--- src/rtl/stc_pkg.sv ---
package stc_pkg;
  // Register byte offsets on the APB
  localparam logic [7:0] STC_OFS_CTRL = 8'h00;
  localparam logic [7:0] STC_OFS_LOW = 8'h04;
  localparam logic [7:0] STC_OFS_HIGH = 8'h08;
  localparam logic [7:0] STC_OFS_STATUS = 8'h0c;
  localparam logic [7:0] STC_OFS_MASK = 8'h10;
  // Control register field positions
  localparam int STC_B_RUN = 0;
  localparam int STC_B_SRC = 1;
  localparam int STC_B_SYNCBYP = 2;
  localparam int STC_B_OSCEN = 3;
  localparam int STC_B_DIVLO = 4;
  localparam int STC_B_DIVHI = 5;
  localparam int STC_B_SYSCLK = 6;
  localparam int STC_B_WIDE = 7;
  // Writable control bits and reset values
  localparam logic [7:0] STC_CTRL_WMASK = 8'hbf;
  localparam logic [7:0] STC_CTRL_RST = 8'h00;
  localparam logic [15:0] STC_COUNT_RST = 16'h0000;
  localparam logic [15:0] STC_COUNT_MAX = 16'hffff;
  localparam logic [7:0] STC_BYTE_RST = 8'h00;
  // Status and mask layout
  localparam int STC_B_OVF = 0;
  localparam logic [7:0] STC_STAT_RST = 8'h00;
  localparam logic [7:0] STC_STAT_USED = 8'h01;
  // System clock cycles per instruction cycle
  localparam int STC_INSTR_DIV = 4;
  // Prescale code width and counter width
  localparam int STC_DIV_W = 2;
  localparam int STC_PSC_W = 3;
  // Prescale divider codes
  typedef enum logic [1:0] {
    STC_DIV1 = 2'b00,
    STC_DIV2 = 2'b01,
    STC_DIV4 = 2'b10,
    STC_DIV8 = 2'b11
  } stc_div_t;
endpackage

--- src/rtl/stc_edge.sv ---
`timescale 1ns/1ps
module stc_edge
  import stc_pkg::*;
#(
  parameter int STAGES = 2
) (
  // Clock and reset
  input wire logic i_clk,
  input wire logic i_rst,
  // Count input and mode
  input wire logic i_pin,
  input wire logic i_bypass,
  // Conditioned level and edges
  output logic o_level,
  output logic o_rise,
  output logic o_fall
);
  // Elaboration check on the chain length
  if (STAGES < 2) begin : g_bad_stages
    $error("stc_edge needs at least two stages");
  end
  logic [STAGES-1:0] sync_reg;
  logic raw_reg;
  logic prev_reg;
  // Synchroniser chain and the direct sample
  always_ff @(posedge i_clk) begin
    if (i_rst) begin
      sync_reg <= '0;
      raw_reg <= 1'b0;
      prev_reg <= 1'b0;
    end else begin
      sync_reg <= {sync_reg[STAGES-2:0], i_pin};
      raw_reg <= i_pin;
      prev_reg <= o_level;
    end
  end
  assign o_level = i_bypass ? raw_reg : sync_reg[STAGES-1];
  assign o_rise = o_level & ~prev_reg;
  assign o_fall = ~o_level & prev_reg;
endmodule

--- src/rtl/stc_presc.sv ---
`timescale 1ns/1ps
module stc_presc
  import stc_pkg::*;
(
  // Clock and reset
  input wire logic i_clk,
  input wire logic i_rst,
  // Input tick, ratio and clear
  input wire logic i_tick,
  input wire logic [STC_DIV_W-1:0] i_div,
  input wire logic i_clear,
  // Divided tick
  output logic o_tick
);
  logic [STC_PSC_W-1:0] cnt_reg;
  logic [STC_PSC_W-1:0] cnt_next;
  logic [STC_PSC_W-1:0] limit;
  assign limit = (i_div == STC_DIV1) ? 3'h0 :
                 (i_div == STC_DIV2) ? 3'h1 :
                 (i_div == STC_DIV4) ? 3'h3 : 3'h7;
  assign o_tick = i_tick & (cnt_reg >= limit) & ~i_clear;
  assign cnt_next = i_clear ? 3'h0 :
                    o_tick ? 3'h0 :
                    i_tick ? cnt_reg + 3'h1 : cnt_reg;
  // Hidden prescale counter
  always_ff @(posedge i_clk) begin
    if (i_rst) begin
      cnt_reg <= '0;
    end else begin
      cnt_reg <= cnt_next;
    end
  end
endmodule

--- src/rtl/stc_top.sv ---
`timescale 1ns/1ps
// How it works
// - The wide-access bit selects one 16-bit count access or two independent byte accesses.
// - In wide mode a low-byte read buffers the high byte and a low-byte write loads it from the buffer.
// - The divider field divides the count input by 1, 2, 4 or 8 for codes 00 to 11.
// - The prescale counter is hidden from software and cleared by any write to either count byte.
// - The oscillator enable bit runs the crystal oscillator or switches its inverter off.
// - With external source the input is synchronised when the bypass bit is 0 and sampled directly when 1.
// - With internal source the bypass bit is ignored and the instruction clock is counted.
// - Internal source advances the count once per instruction cycle, clock over four, after prescaling.
// - External source advances on each rising edge of the count input or oscillator pin, after prescaling.
// - The run bit enables counting and its clear freezes the count.
// - With the oscillator on, the two oscillator pins lose their port logic and read as zero.
// - In counter mode a falling edge must precede the first counted rise after reset, a write, or a stop with the input high.
// - Reads of the two count bytes return a coherent value while counting externally only in wide mode, through the buffer.
// - The system clock flag reads 1 while the system clock comes from this oscillator and is read only.
module stc_top
  import stc_pkg::*;
(
  // Clock and reset
  input wire logic I_CLK,
  input wire logic I_RST,
  // APB slave
  input wire logic I_PSEL,
  input wire logic I_PENABLE,
  input wire logic I_PWRITE,
  input wire logic [7:0] I_PADDR,
  input wire logic [31:0] I_PWDATA,
  output logic O_PREADY,
  output logic O_PSLVERR,
  output logic [31:0] O_PRDATA,
  // Count input pin and clock status
  input wire logic I_EXT_COUNT,
  input wire logic I_SYSCLK_FROM_XTAL,
  // Crystal oscillator pins
  input wire logic I_XTAL_IN,
  output logic O_XTAL_OUT,
  output logic O_XTAL_OE,
  output logic O_XTAL_EN,
  // Port logic on the two oscillator pins
  input wire logic [1:0] I_PORT_PIN,
  input wire logic [1:0] I_PORT_OUT,
  input wire logic [1:0] I_PORT_DIR_OUT,
  output logic [1:0] O_PORT_RD,
  output logic [1:0] O_PORT_OE,
  // Interrupt
  output logic O_IRQ
);
  // Control state
  logic [7:0] ctrl_reg;
  logic [15:0] count_reg;
  logic [15:0] count_next;
  logic [7:0] hibuf_reg;
  logic [7:0] hisnap_reg;
  logic [7:0] stat_reg;
  logic [7:0] stat_next;
  logic [7:0] mask_reg;
  logic [31:0] prdata_reg;
  logic slverr_reg;
  logic armed_reg;
  logic armed_next;
  logic [1:0] phase_reg;

  // Control fields
  wire run = ctrl_reg[STC_B_RUN];
  wire src_ext = ctrl_reg[STC_B_SRC];
  wire sync_byp = ctrl_reg[STC_B_SYNCBYP];
  wire osc_en = ctrl_reg[STC_B_OSCEN];
  wire wide = ctrl_reg[STC_B_WIDE];
  wire [STC_DIV_W-1:0] div_sel = ctrl_reg[STC_B_DIVHI:STC_B_DIVLO];

  // Bus phases and address decode
  wire setup = I_PSEL & ~I_PENABLE;
  wire access = I_PSEL & I_PENABLE;
  wire wr_acc = access & I_PWRITE;
  wire rd_acc = access & ~I_PWRITE;
  wire hit_ctrl = I_PADDR == STC_OFS_CTRL;
  wire hit_low = I_PADDR == STC_OFS_LOW;
  wire hit_high = I_PADDR == STC_OFS_HIGH;
  wire hit_stat = I_PADDR == STC_OFS_STATUS;
  wire hit_mask = I_PADDR == STC_OFS_MASK;
  wire hit_any = hit_ctrl | hit_low | hit_high | hit_stat | hit_mask;
  wire [7:0] wbyte = I_PWDATA[7:0];
  wire wr_low = wr_acc & hit_low;
  wire wr_high = wr_acc & hit_high;
  wire rd_low = rd_acc & hit_low;
  wire rd_stat = rd_acc & hit_stat;
  wire cnt_wr = wr_low | wr_high;

  // Zero wait states
  assign O_PREADY = access;
  assign O_PRDATA = prdata_reg;
  assign O_PSLVERR = access & slverr_reg;

  // oscillator inverter runs only when enabled
  assign O_XTAL_EN = osc_en;
  assign O_XTAL_OE = osc_en;
  assign O_XTAL_OUT = osc_en & ~I_XTAL_IN;

  // port logic off while the oscillator runs
  assign O_PORT_RD = osc_en ? 2'b00 : I_PORT_PIN;
  assign O_PORT_OE = osc_en ? 2'b00 : I_PORT_DIR_OUT;

  // counted pin is the oscillator when enabled
  wire ext_src = osc_en ? I_XTAL_IN : I_EXT_COUNT;
  wire ext_level;
  wire ext_rise;
  wire ext_fall;

  // Input conditioning
  stc_edge #(
    .STAGES(2)
  ) u_edge (
    .i_clk(I_CLK),
    .i_rst(I_RST),
    .i_pin(ext_src),
    .i_bypass(sync_byp),
    .o_level(ext_level),
    .o_rise(ext_rise),
    .o_fall(ext_fall)
  );

  // Instruction cycle phase counter
  always_ff @(posedge I_CLK) begin
    if (I_RST) begin
      phase_reg <= 2'b00;
    end else begin
      phase_reg <= phase_reg + 2'b01;
    end
  end
  wire instr_tick = phase_reg == 2'(STC_INSTR_DIV - 1);

  // arm on a falling edge, lose it on write or stop-high
  assign armed_next = cnt_wr ? 1'b0 :
                      (run & ext_fall) ? 1'b1 :
                      (~run & ext_level) ? 1'b0 : armed_reg;
  always_ff @(posedge I_CLK) begin
    if (I_RST) begin
      armed_reg <= 1'b0;
    end else begin
      armed_reg <= armed_next;
    end
  end

  // internal source ignores the bypass bit
  // external rises count only once armed
  wire raw_tick = src_ext ? (ext_rise & armed_reg) : instr_tick;
  wire psc_in = run & raw_tick;
  wire inc_tick;

  // Prescaler
  stc_presc u_presc (
    .i_clk(I_CLK),
    .i_rst(I_RST),
    .i_tick(psc_in),
    .i_div(div_sel),
    .i_clear(cnt_wr),
    .o_tick(inc_tick)
  );

  wire wrap = inc_tick & (count_reg == STC_COUNT_MAX) & ~cnt_wr;

  // a write takes priority over a coincident increment
  // wide low write loads both bytes, narrow writes one
  // high byte comes from the buffer in wide mode
  assign count_next = (wr_low & wide) ? {hibuf_reg, wbyte} :
                      wr_low ? {count_reg[15:8], wbyte} :
                      (wr_high & ~wide) ? {wbyte, count_reg[7:0]} :
                      inc_tick ? count_reg + 16'h0001 : count_reg;

  // Count register
  always_ff @(posedge I_CLK) begin
    if (I_RST) begin
      count_reg <= STC_COUNT_RST;
    end else begin
      count_reg <= count_next;
    end
  end

  // buffer loaded by wide low read or wide high write
  always_ff @(posedge I_CLK) begin
    if (I_RST) begin
      hibuf_reg <= STC_BYTE_RST;
    end else if (rd_low & wide) begin
      hibuf_reg <= hisnap_reg;
    end else if (wr_high & wide) begin
      hibuf_reg <= wbyte;
    end
  end

  // Control and mask writes
  always_ff @(posedge I_CLK) begin
    if (I_RST) begin
      ctrl_reg <= STC_CTRL_RST;
      mask_reg <= STC_STAT_RST;
    end else if (wr_acc & hit_ctrl) begin
      ctrl_reg <= wbyte & STC_CTRL_WMASK;
    end else if (wr_acc & hit_mask) begin
      mask_reg <= wbyte & STC_STAT_USED;
    end
  end

  // overflow sets and wins over the read clear
  assign stat_next = (stat_reg & ~(rd_stat ? prdata_reg[7:0] : 8'h00))
                     | (wrap ? STC_STAT_USED : 8'h00);
  always_ff @(posedge I_CLK) begin
    if (I_RST) begin
      stat_reg <= STC_STAT_RST;
    end else begin
      stat_reg <= stat_next;
    end
  end
  assign O_IRQ = |(stat_reg & mask_reg);

  // clock status bit is read only, taken live
  wire [7:0] ctrl_rd = {ctrl_reg[7], I_SYSCLK_FROM_XTAL, ctrl_reg[5:0]};
  // whole count is one register, but only wide mode keeps the two byte reads coherent
  // high address reads buffer in wide mode
  wire [7:0] high_rd = wide ? hibuf_reg : count_reg[15:8];
  wire [7:0] rd_byte = hit_ctrl ? ctrl_rd :
                       hit_low ? count_reg[7:0] :
                       hit_high ? high_rd :
                       hit_stat ? stat_reg :
                       hit_mask ? mask_reg : 8'h00;

  // Read data and high snapshot captured in setup
  always_ff @(posedge I_CLK) begin
    if (I_RST) begin
      prdata_reg <= 32'h0000_0000;
      hisnap_reg <= STC_BYTE_RST;
      slverr_reg <= 1'b0;
    end else if (setup) begin
      prdata_reg <= I_PWRITE ? 32'h0000_0000 : {24'h00_0000, rd_byte};
      hisnap_reg <= count_reg[15:8];
      slverr_reg <= ~hit_any;
    end
  end
endmodule

--- config.mk ---
export PLATFORM = sky130hd
export DESIGN_NAME = stc_top
export DESIGN_NICKNAME = d
export VERILOG_FILES = /design/src/rtl/stc_pkg.sv /design/src/rtl/stc_edge.sv /design/src/rtl/stc_presc.sv /design/src/rtl/stc_top.sv
export SDC_FILE = /design/constraint.sdc
export NUM_CORES = 1
export LEC_CHECK = 0
export BUFFER_PORTS_ARGS = -buffer_cell sky130_fd_sc_hd__buf_2
export CAP_MARGIN = 10
export CORE_MARGIN = 2
export CORE_UTILIZATION = 53
export CTS_CLUSTER_DIAMETER = 150
export DETAILED_ROUTE_END_ITERATION = 8
export PLACE_DENSITY = 0.79
export SLEW_MARGIN = 0
export SYNTH_ARGS = -nofsm -noshare
export SYNTH_HDL_FRONTEND = slang
export SYNTH_SLANG_ARGS = --single-unit
--- constraint.sdc ---
create_clock -name I_CLK -period 2.7 [get_ports I_CLK]
set_clock_uncertainty 0.15 [all_clocks]
set_input_delay 0.81 -clock I_CLK [delete_from_list [all_inputs] [get_ports I_CLK]]
set_output_delay 0.81 -clock I_CLK [all_outputs]
set_load 0.005 [all_outputs]
---- Word level (Yosys, flattened, before mapping) ----
Index checks and enable logic that the tools add are counted.
storage, ports and cells
  word-level logic and storage cells ...... 111
  bits of input ports ..................... 54
  flip-flop bits (word level) ............. 91
  output and inout port bits .............. 42
cells by class
  equality and inequality tests ........... 10
  $add $sub $neg .......................... 3
  bitwise logic cells ..................... 45
  reduce and logical (&&, ||, !) cells .... 12
  muxes and demuxes ....................... 25
  $lt $le $gt $ge ......................... 1
operators by type and width
  cell                                           count
  2-to-1 mux 8 bit                               9
  2-to-1 mux 16 bit                              4
  AND 1 bit                                      26
  adder 16 x 1 -> 16 bit, second input constant  1
  == test 16 bit, second input constant          1
  == test 8 x 4 -> 1 bit, second input constant  2
  inverter 1 bit                                 10
  2-to-1 mux 3 bit                               3
  AND 8 x 1 -> 8 bit                             1
  AND 8 bit                                      1
  == test 8 x 3 -> 1 bit, second input constant  1
  == test 8 x 5 -> 1 bit, second input constant  1
  logical NOT 8 bit                              1
  inverter 8 bit                                 1
  bitwise OR 8 x 1 -> 8 bit                      1
  OR reduction 8 bit                             1
  2-to-1 mux 1 bit                               7
  AND reduction 2 bit                            3
  nonzero test 3 bit                             2
  bitwise OR 1 bit                               5
  == test 2 bit, second input constant           2
  2-to-1 mux 2 bit                               2
  nonzero test 2 bit                             2
  adder 3 x 1 -> 3 bit, second input constant    1
  8 further kinds                                8

---- Depth between registers and ports, before layout ----
Gate-level depths: netlist of run 1.
  depth after elaboration ................. 11
  depth in mapped cells ................... 9
  gate-level depth less buffers ........... 8

---- Modules after synthesis ----
A second synthesis of run 1 with hierarchy kept.
second synthesis, totals
  cell total of the unflattened synthesis .. 449
  area, all modules ....................... 3727.3 µm²
by module, submodules not included
  module     area an instance (µm²)  instances  cells each
  stc_top    3365.7                  1          411
  stc_presc  261.5                   1          28
  stc_edge   100.1                   1          10

---- Worst setup path after synthesis of run 1 ----
Ideal clock, no wire load.
  path type ............................... in2reg
  start ................................... input port I_PADDR[4]
  end ..................................... register count_reg[4]
  arrival ................................. 2227 ps
  library setup time ...................... 79 ps
  stages on the path ...................... 7
  path slack .............................. 244 ps
  path through ............................ nor4_4 -> nand3_2 -> o221a_2 -> buf_6 -> and4_4 -> xnor2_1 -> a211oi_2
on the way
  word-level cells in the longest chain between the ends .. 7
  elaborated cells on any way between the ends .. 14
  classes of those cells .................. eq/ne: 3; mux: 2; bitwise: 7; reduce/logical: 2
ends and longest elaborated chain
  item                                                                     RTL line                      source
  start: declaration                                                       stc_top.sv:27                 input wire logic [7:0] I_PADDR,
  == test 8 x 3 -> 1 bit / == test 8 x 4 -> 1 bit (equally long branches)  stc_top.sv:78, stc_top.sv:79
  AND 1 bit (on tied branches)                                             stc_top.sv:84, stc_top.sv:85
  bitwise OR 1 bit                                                         stc_top.sv:88                 wire cnt_wr = wr_low | wr_high;
  inverter 1 bit                                                           stc_presc.sv:21               assign o_tick = i_tick & (cnt_reg >= limit) & ~i_clear;
  AND 1 bit                                                                stc_presc.sv:21
  nonzero test 3 bit (no line)                                             n/a
  AND reduction 2 bit (no line)                                            n/a
  end signal: assignment                                                   stc_top.sv:176                count_reg <= count_next;
  end: declaration                                                         stc_top.sv:51                 logic [15:0] count_reg;
Parallel ways exist; a longest one is shown, timed or not. The select of a mux whose other input is x is not followed.
A chain may end at the register's enable or synchronous reset.

---- Final worst setup path of run 1 ----
  start ................................... register ctrl_reg[4]
  end ..................................... register count_reg[13]
on the way
  word-level cells in the longest chain between the ends .. 9
  elaborated cells on any way between the ends .. 11
  classes of those cells .................. order compare: 1; eq/ne: 2; mux: 3; bitwise: 2; reduce/logical: 3
ends and longest elaborated chain
  item                                 RTL line         source
  start: declaration                   stc_top.sv:50    logic [7:0] ctrl_reg;
  start signal: assignment             stc_top.sv:197   ctrl_reg <= wbyte & STC_CTRL_WMASK;
  == test 2 bit                        stc_presc.sv:20  (i_div == STC_DIV4) ? 3'h3 : 3'h7;
  2-to-1 mux 3 bit                     stc_presc.sv:20
  2-to-1 mux 3 bit                     stc_presc.sv:19  (i_div == STC_DIV2) ? 3'h1 :
  2-to-1 mux 3 bit *                   stc_presc.sv:18  assign limit = (i_div == STC_DIV1) ? 3'h0 :
  greater-or-equal comparator 3 bit *  stc_presc.sv:21
  AND 1 bit * (2 in series)            stc_presc.sv:21
  nonzero test 3 bit (no line) *       n/a
  AND reduction 2 bit (no line) *      n/a
Mark *: on every way between the ends. The rest lies on a longest branch, timed or not.

==> impl_metrics.toml, run 1 <==
[cells_and_area]
fin_util_pct = 62.1
fin_area_um2 = 4240
final_common_cell = "nand2_1"
diodes = 0
final_cell_mix = "nand2_1, dfxtp_1, nor2_1"
areaGrowthSynthToFinish_pct = 13.2
fillers = 639
multi_input_area_um2 = 2180
layout.nets = 591
drive_gt1_share_pct = 18.7
seqCellArea_um2 = 1320
largest_reg_flops = 16

[yosys]
syn-instance-count = 478
synth.distinct_cells = 58
async_flop_share_pct = 0
ys.flop_type = "dfxtp_1"
yosys_warnings = 0
synth_area_per_cell_um2 = 7.83
synth_edf_count = 0
ys_ff_latch = 66
netlist_area_um2 = 3740
synth_seq_area_share_pct = 35.3

[routing]
viasPerCell = 5.68
ant_nets = 0
drc_errors = 0
drt_wl_total_um = 10000
vias = 3586
drtPass1Iterations = 6
wl_per_cell_um = 15.9
drtIter0Drc = 353

[clocking]
cts_resized = 0
cts.path.max_buffers = 2
numCtsBuffers = 9
h-tree-depth = 3
hold_buffers = 0
path_clk_slew_ns = 0.07
cts_tree = "built"
cts_sinks = 66
root_buffer = "clkbuf_8"
clock_latency_ns = 0.34
post_cts_buffers = 0

[timing]
slew_headroom_pct = 52.0
finalSetupViolCount = 0
setup-tns-final_ns = 0
tightest_slew_ns = 0.719
fin_crit_ns = 2.44
drv_slew = 0
grt_setup_unrepaired = "false"
max_freq_mhz = 411
period_share_pct = 90.2
hold_viol_final = 0

[worst_setup_path]
critical_path_class = "reg2reg"
crit_path_start_kind = "register"
required_ns = 2.83
crit_slowest_cell = "o22ai_1"
worst_setup_path_end_kind = "register"
arrival_ns = 2.56
crit_chain = "or2_2 -> ha_1 -> nor2_1 -> a21oi_1 -> o21ai_1 -> o22ai_1 -> o21ai_1 -> a21oi_1"
worstPathMaxFanout = 7
cpPeakStageDelay_ns = 0.61

[grt]
grt-ovfl-total = 0
grt_pass1_vias = 3199
antenna_found_initial = 0
grtUsageTotal_pct = 26.4
grt_max_degree = 30
grt_first_pass_wirelength_um = 15800

[placed_design]
place_congestion = 0.924
hpwl_um = 7280
port_buffers = 45
dpl-instance-area_um2 = 4080

[die]
rows = 30
fp.dieH_um = 88.1
dieArea_um2 = 7750
core_area_um2 = 6830
ioPinCount = 96
die_x_um = 88.1
initial_core_util_pct = 54.8

[min_path]
hold_class = "reg2reg"

[status]
status = "completed"

[power_and_ir_drop]
irDropWorstVdd_v = 0.000463
power_density_nw_per_um2 = 433
p_leak_nw = 1.64

[job]
maxCapViolations = 0
-- cell type report --
cell class              instances  share of cell area [%]
clock buffers                  10                    3.01
repair buffers                 70                    10.0
multi-input cells             376                    51.5
clock inverters                 5                   0.767
inverters                       8                   0.708
flip-flops and latches         66                    31.2
well taps                      96                    2.83
-- cell families after synthesis --
| family | Yosys count | synth area share [%] |
|---|---|---|
| AND/OR/NAND/NOR | 197 | 25.7 |
| AO/OA/AOI/OAI | 115 | 19.5 |
| flip-flops | 66 | 35.3 |
| buffers and inverters | 59 | 8.75 |
| multiplexers | 19 | 5.11 |
| XOR/XNOR | 15 | 3.51 |
| adder cells (fa/ha/maj) | 6 | 2.00 |
| other | 1 | 0.100 |
-- stage by stage --
stage                     instances  power [mW]  setup WS (ns)  hold WS [ns]
after floorplan                 501        1.10          0.244         0.249
after detailed placement        616        1.14        0.00484         0.273
after CTS                       631        1.84          0.301         0.283
after global placement          616        1.14         0.0560         0.258
after global routing            631        1.91          0.149         0.299
final                           631        1.84          0.265         0.278
-- Yosys cell counts, types with 5 or more instances --
master | number | area share, %
nand2_1 | 80 | 8.0
dfxtp_1 | 66 | 35
nor2_1 | 48 | 4.8
a21oi_1 | 41 | 5.5
buf_4 | 25 | 5.0
a211oi_1 | 19 | 3.8
mux2i_1 | 18 | 4.8
o21ai_0 | 18 | 2.4
clkbuf_1 | 17 | 1.7
nand3_1 | 17 | 2.3
nor3_1 | 10 | 1.3
nor2b_1 | 9 | 1.5
o211ai_1 | 9 | 1.8
xnor2_1 | 9 | 2.1
inv_1 | 7 | 0.70
ha_1 | 6 | 2.0
nand2b_1 | 6 | 1.0
xor2_1 | 6 | 1.4
and3_1 | 5 | 0.84
-- routing by layer --
| layer | vias up | wire length [um] | track usage (%) | part of all wire [%] |
|---|---|---|---|---|
| met5 | - | 0 | 0 | 0 |
| met4 | 0 | 282 | 8.68 | 2.8 |
| met3 | 31 | 778 | 6.22 | 7.7 |
| met2 | 148 | 4840 | 43.7 | 48 |
| met1 | 1669 | 4140 | 34.1 | 41 |
| li1 | 1738 | - | - | - |
-- path summary, 6_finish.rpt --
path | startpoint | endpoint | slack, ns | cells past startpoint
max | ctrl_reg[4] | count_reg[13] | 0.26 | 8
min | phase_reg[0] | phase_reg[0] | 0.28 | 1
max reg2reg | ctrl_reg[4] | count_reg[13] | 0.26 | 8
min reg2reg | phase_reg[0] | phase_reg[0] | 0.28 | 1
-- power breakdown --
part | switching, mW | leakage, nW | internal, mW
clock | 0.387 | 0.0742 | 0.324
sequential | 0.00283 | 0.533 | 0.979
combinational | 0.0950 | 1.03 | 0.0470
-- critical path, delay by kind of cell, from the launching register on --
kind	cells	cell delay [ns]
AOI/OAI and AO/OA	5	1.26
adders and majority gates	1	0.27
DFF	1	0.34
and+or+nand+nor	2	0.34
Power figures use the tool's default switching activity.
==> inputs of run 2 (changes only) <==
Settings changed: ABC_AREA set to 1, CORE_UTILIZATION 53 to 54.
==> run 2 against run 1 <==
Register-to-register slack gained 0.52 ns. Worst hold slack gained 0.0054 ns. Power grew 2.5%. Synthesized cell count grew 32%. Sequential cell count is the same. Final area grew 5.5%. Clock power grew 5.6%. Setup slack gained 0.24 ns. Combinational power shrank 4%. Sequential share of layout area shrank 1.6 points. Sequential power grew 1%.
==> impl_metrics.toml, run 2 <==
[worst_setup_path]
required_ns = 1.74
crit_top_cell = "buf_2"
worstPathMaxFanout = 4
critical_path_class = "in2out"
crit_buf_inv = 2
crit_path_start_kind = "primary input"
cpPeakStageDelay_ns = 0.12
crit_chain = "buf_2 -> nand2_2 -> nor2_1 -> buf_2"
arrival_ns = 1.24
worst_setup_path_end_kind = "output port"
crit_slowest_cell = "buf_2"
cp_top_family = "buffers and inverters"

[routing]
drtPass1Iterations = 5
viasPerCell = 5.24
drt_wl_total_um = 10800
routed-wl-met2_um = 5140
wl_per_cell_um = 13.8
wl_met3_um = 680
drtIter0Drc = 300
drt-met1-wl_um = 4700
highest_layer = "met4"
vias = 4089
ant_nets = 0
drc_errors = 0

[yosys]
yosysMostFrequentCell = "nand2_1"
synth.distinct_cells = 31
synth_top_area_share_pct = 32.4
synth_area_leaders = "dfxtp_1, nand2_1, a21oi_1"
synth_seq_area_share_pct = 32.4
yosysTopAreaCell = "dfxtp_1"
ys_ff_latch = 66
netlist_area_um2 = 4080
syn-instance-count = 631
yosys_warnings = 0
yosys-top-cells-count = "nand2_1, inv_1, dfxtp_1"
async_flop_share_pct = 0
ys.flop_type = "dfxtp_1"
synth_area_per_cell_um2 = 6.47
synth_edf_count = 0

[clocking]
cts.path.max_buffers = 2
cts_tree = "built"
h-tree-depth = 3
cts_sinks = 66
hold_buffers = 0
post_cts_buffers = 0
clock_latency_ns = 0.36
numCtsBuffers = 9
cts_resized = 0
path_clk_slew_ns = 0.07
root_buffer = "clkbuf_8"

[placed_design]
place_congestion = 0.996
hpwl_um = 8350
dpl-instance-area_um2 = 4300
port_buffers = 45
place_ws_ns = 0.253

[timing]
fin_crit_ns = 2.20
max_freq_mhz = 455
hold_viol_final = 0
finalSetupViolCount = 0
slew_headroom_pct = 64.7
setup-tns-final_ns = 0
tightest_slew_ns = 0.530
hold_ws_ns = 0.284
drv_slew = 0
fin_ws_ns = 0.500
grt_setup_unrepaired = "false"
period_share_pct = 81.5

[cells_and_area]
areaGrowthSynthToFinish_pct = 9.53
fin_area_um2 = 4470
layout.nets = 736
final_cell_mix = "nand2_1, inv_1, dfxtp_1"
largest_reg_flops = 16
diodes = 0
drive_gt1_share_pct = 16.2
final_common_cell = "nand2_1"

[die]
dieArea_um2 = 8270
ioPinCount = 96
core_area_um2 = 7290
die_x_um = 91.0
rows = 31
initial_core_util_pct = 56.0
fp.dieH_um = 91.0

[grt]
grtUsageTotal_pct = 27.3
grt_first_pass_wirelength_um = 18100
grt_max_degree = 32
antenna_found_initial = 0
grt-ovfl-total = 0
grt_pass1_vias = 3806

[job]
maxCapViolations = 0

[power_and_ir_drop]
power_density_nw_per_um2 = 420
finalPower_mw = 1.88
p_leak_nw = 2.10
irDropWorstVdd_v = 0.000247

[min_path]
hold_class = "reg2reg"

[status]
status = "completed"
[run 2: cell types whose count changed in the layout (fill, tap and decap cells not counted), sizes merged, moves of 7 or more]
cell	before	now
a211oi	20	1
mux2i	18	0
nand3	18	52
inv	7	80
nand4	4	19
nor2b	9	0
nor3	11	2
a21oi	42	59
o21ai	23	36
xnor2	9	2
buf	70	54
nand2	80	170
nor2	48	80
[run 2: cells by family after synthesis]
logic type | synth area share [%]
other cells | 0.0918
simple gates | 36.8
fa+ha+maj | 1.84
buf+inv | 14.4
xor+xnor | 1.29
flops | 32.4
compound gates | 13.3
[run 2: metrics by stage]
| stage | std cells | utilization [%] |
|---|---|---|
| finish | 780 | 61.3 |
| global route | 780 | 61.3 |
| CTS | 780 | 61.3 |
| detailed placement | 764 | 59.0 |
| global placement | 764 | 59.0 |
| floorplan | 654 | - |
[run 2: path summary, 6_finish.rpt]
path | cells past startpoint | start | slack, ns | endpoint
worst max-delay path | 4 | I_PENABLE | 0.50 | O_PSLVERR
worst min-delay path | 1 | phase_reg[0] | 0.28 | phase_reg[0]
worst max register to register | 10 | ctrl_reg[5] | 0.78 | count_reg[9]
worst min register to register | 1 | phase_reg[0] | 0.28 | phase_reg[0]
[run 2: worst reg2reg max path, stage by stage (launching register included)]
cell	delay, ns
dfxtp_1	0.31
inv_1	0.12
nand2_1	0.08
ha_1	0.27
nand3_1	0.07
nand3_1	0.12
nand3_2	0.15
nor2_8	0.24
nor2_4	0.12
nor2_1	0.15
nor2_2	0.05
[run 2: area by class of cell]
cell class | count | area, um^2
Sequential cell | 66 | 1320
Clock buffer | 12 | 145
Tap cell | 99 | 124
Timing Repair Buffer | 54 | 293
Multi-Input combinational cell | 465 | 2260
Inverter | 80 | 300
Fill cell | 718 | 2820
Clock inverter | 4 | 27.5
[run 2: routing by layer]
| layer | GRT usage [%] | vias up |
|---|---|---|
| met2 | 46.0 | 163 |
| met3 | 4.90 | 23 |
| met4 | 10.9 | 0 |
| met5 | 0 | - |
| met1 | 34.6 | 1827 |
| li1 | - | 2076 |
[run 2: where the power goes]
part           leakage [nW]  total (mW)  internal (mW)  switching (mW)
clock                0.0786       0.752          0.357           0.395
sequential            0.534       0.991          0.986         0.00546
combinational          1.49       0.137         0.0433          0.0938
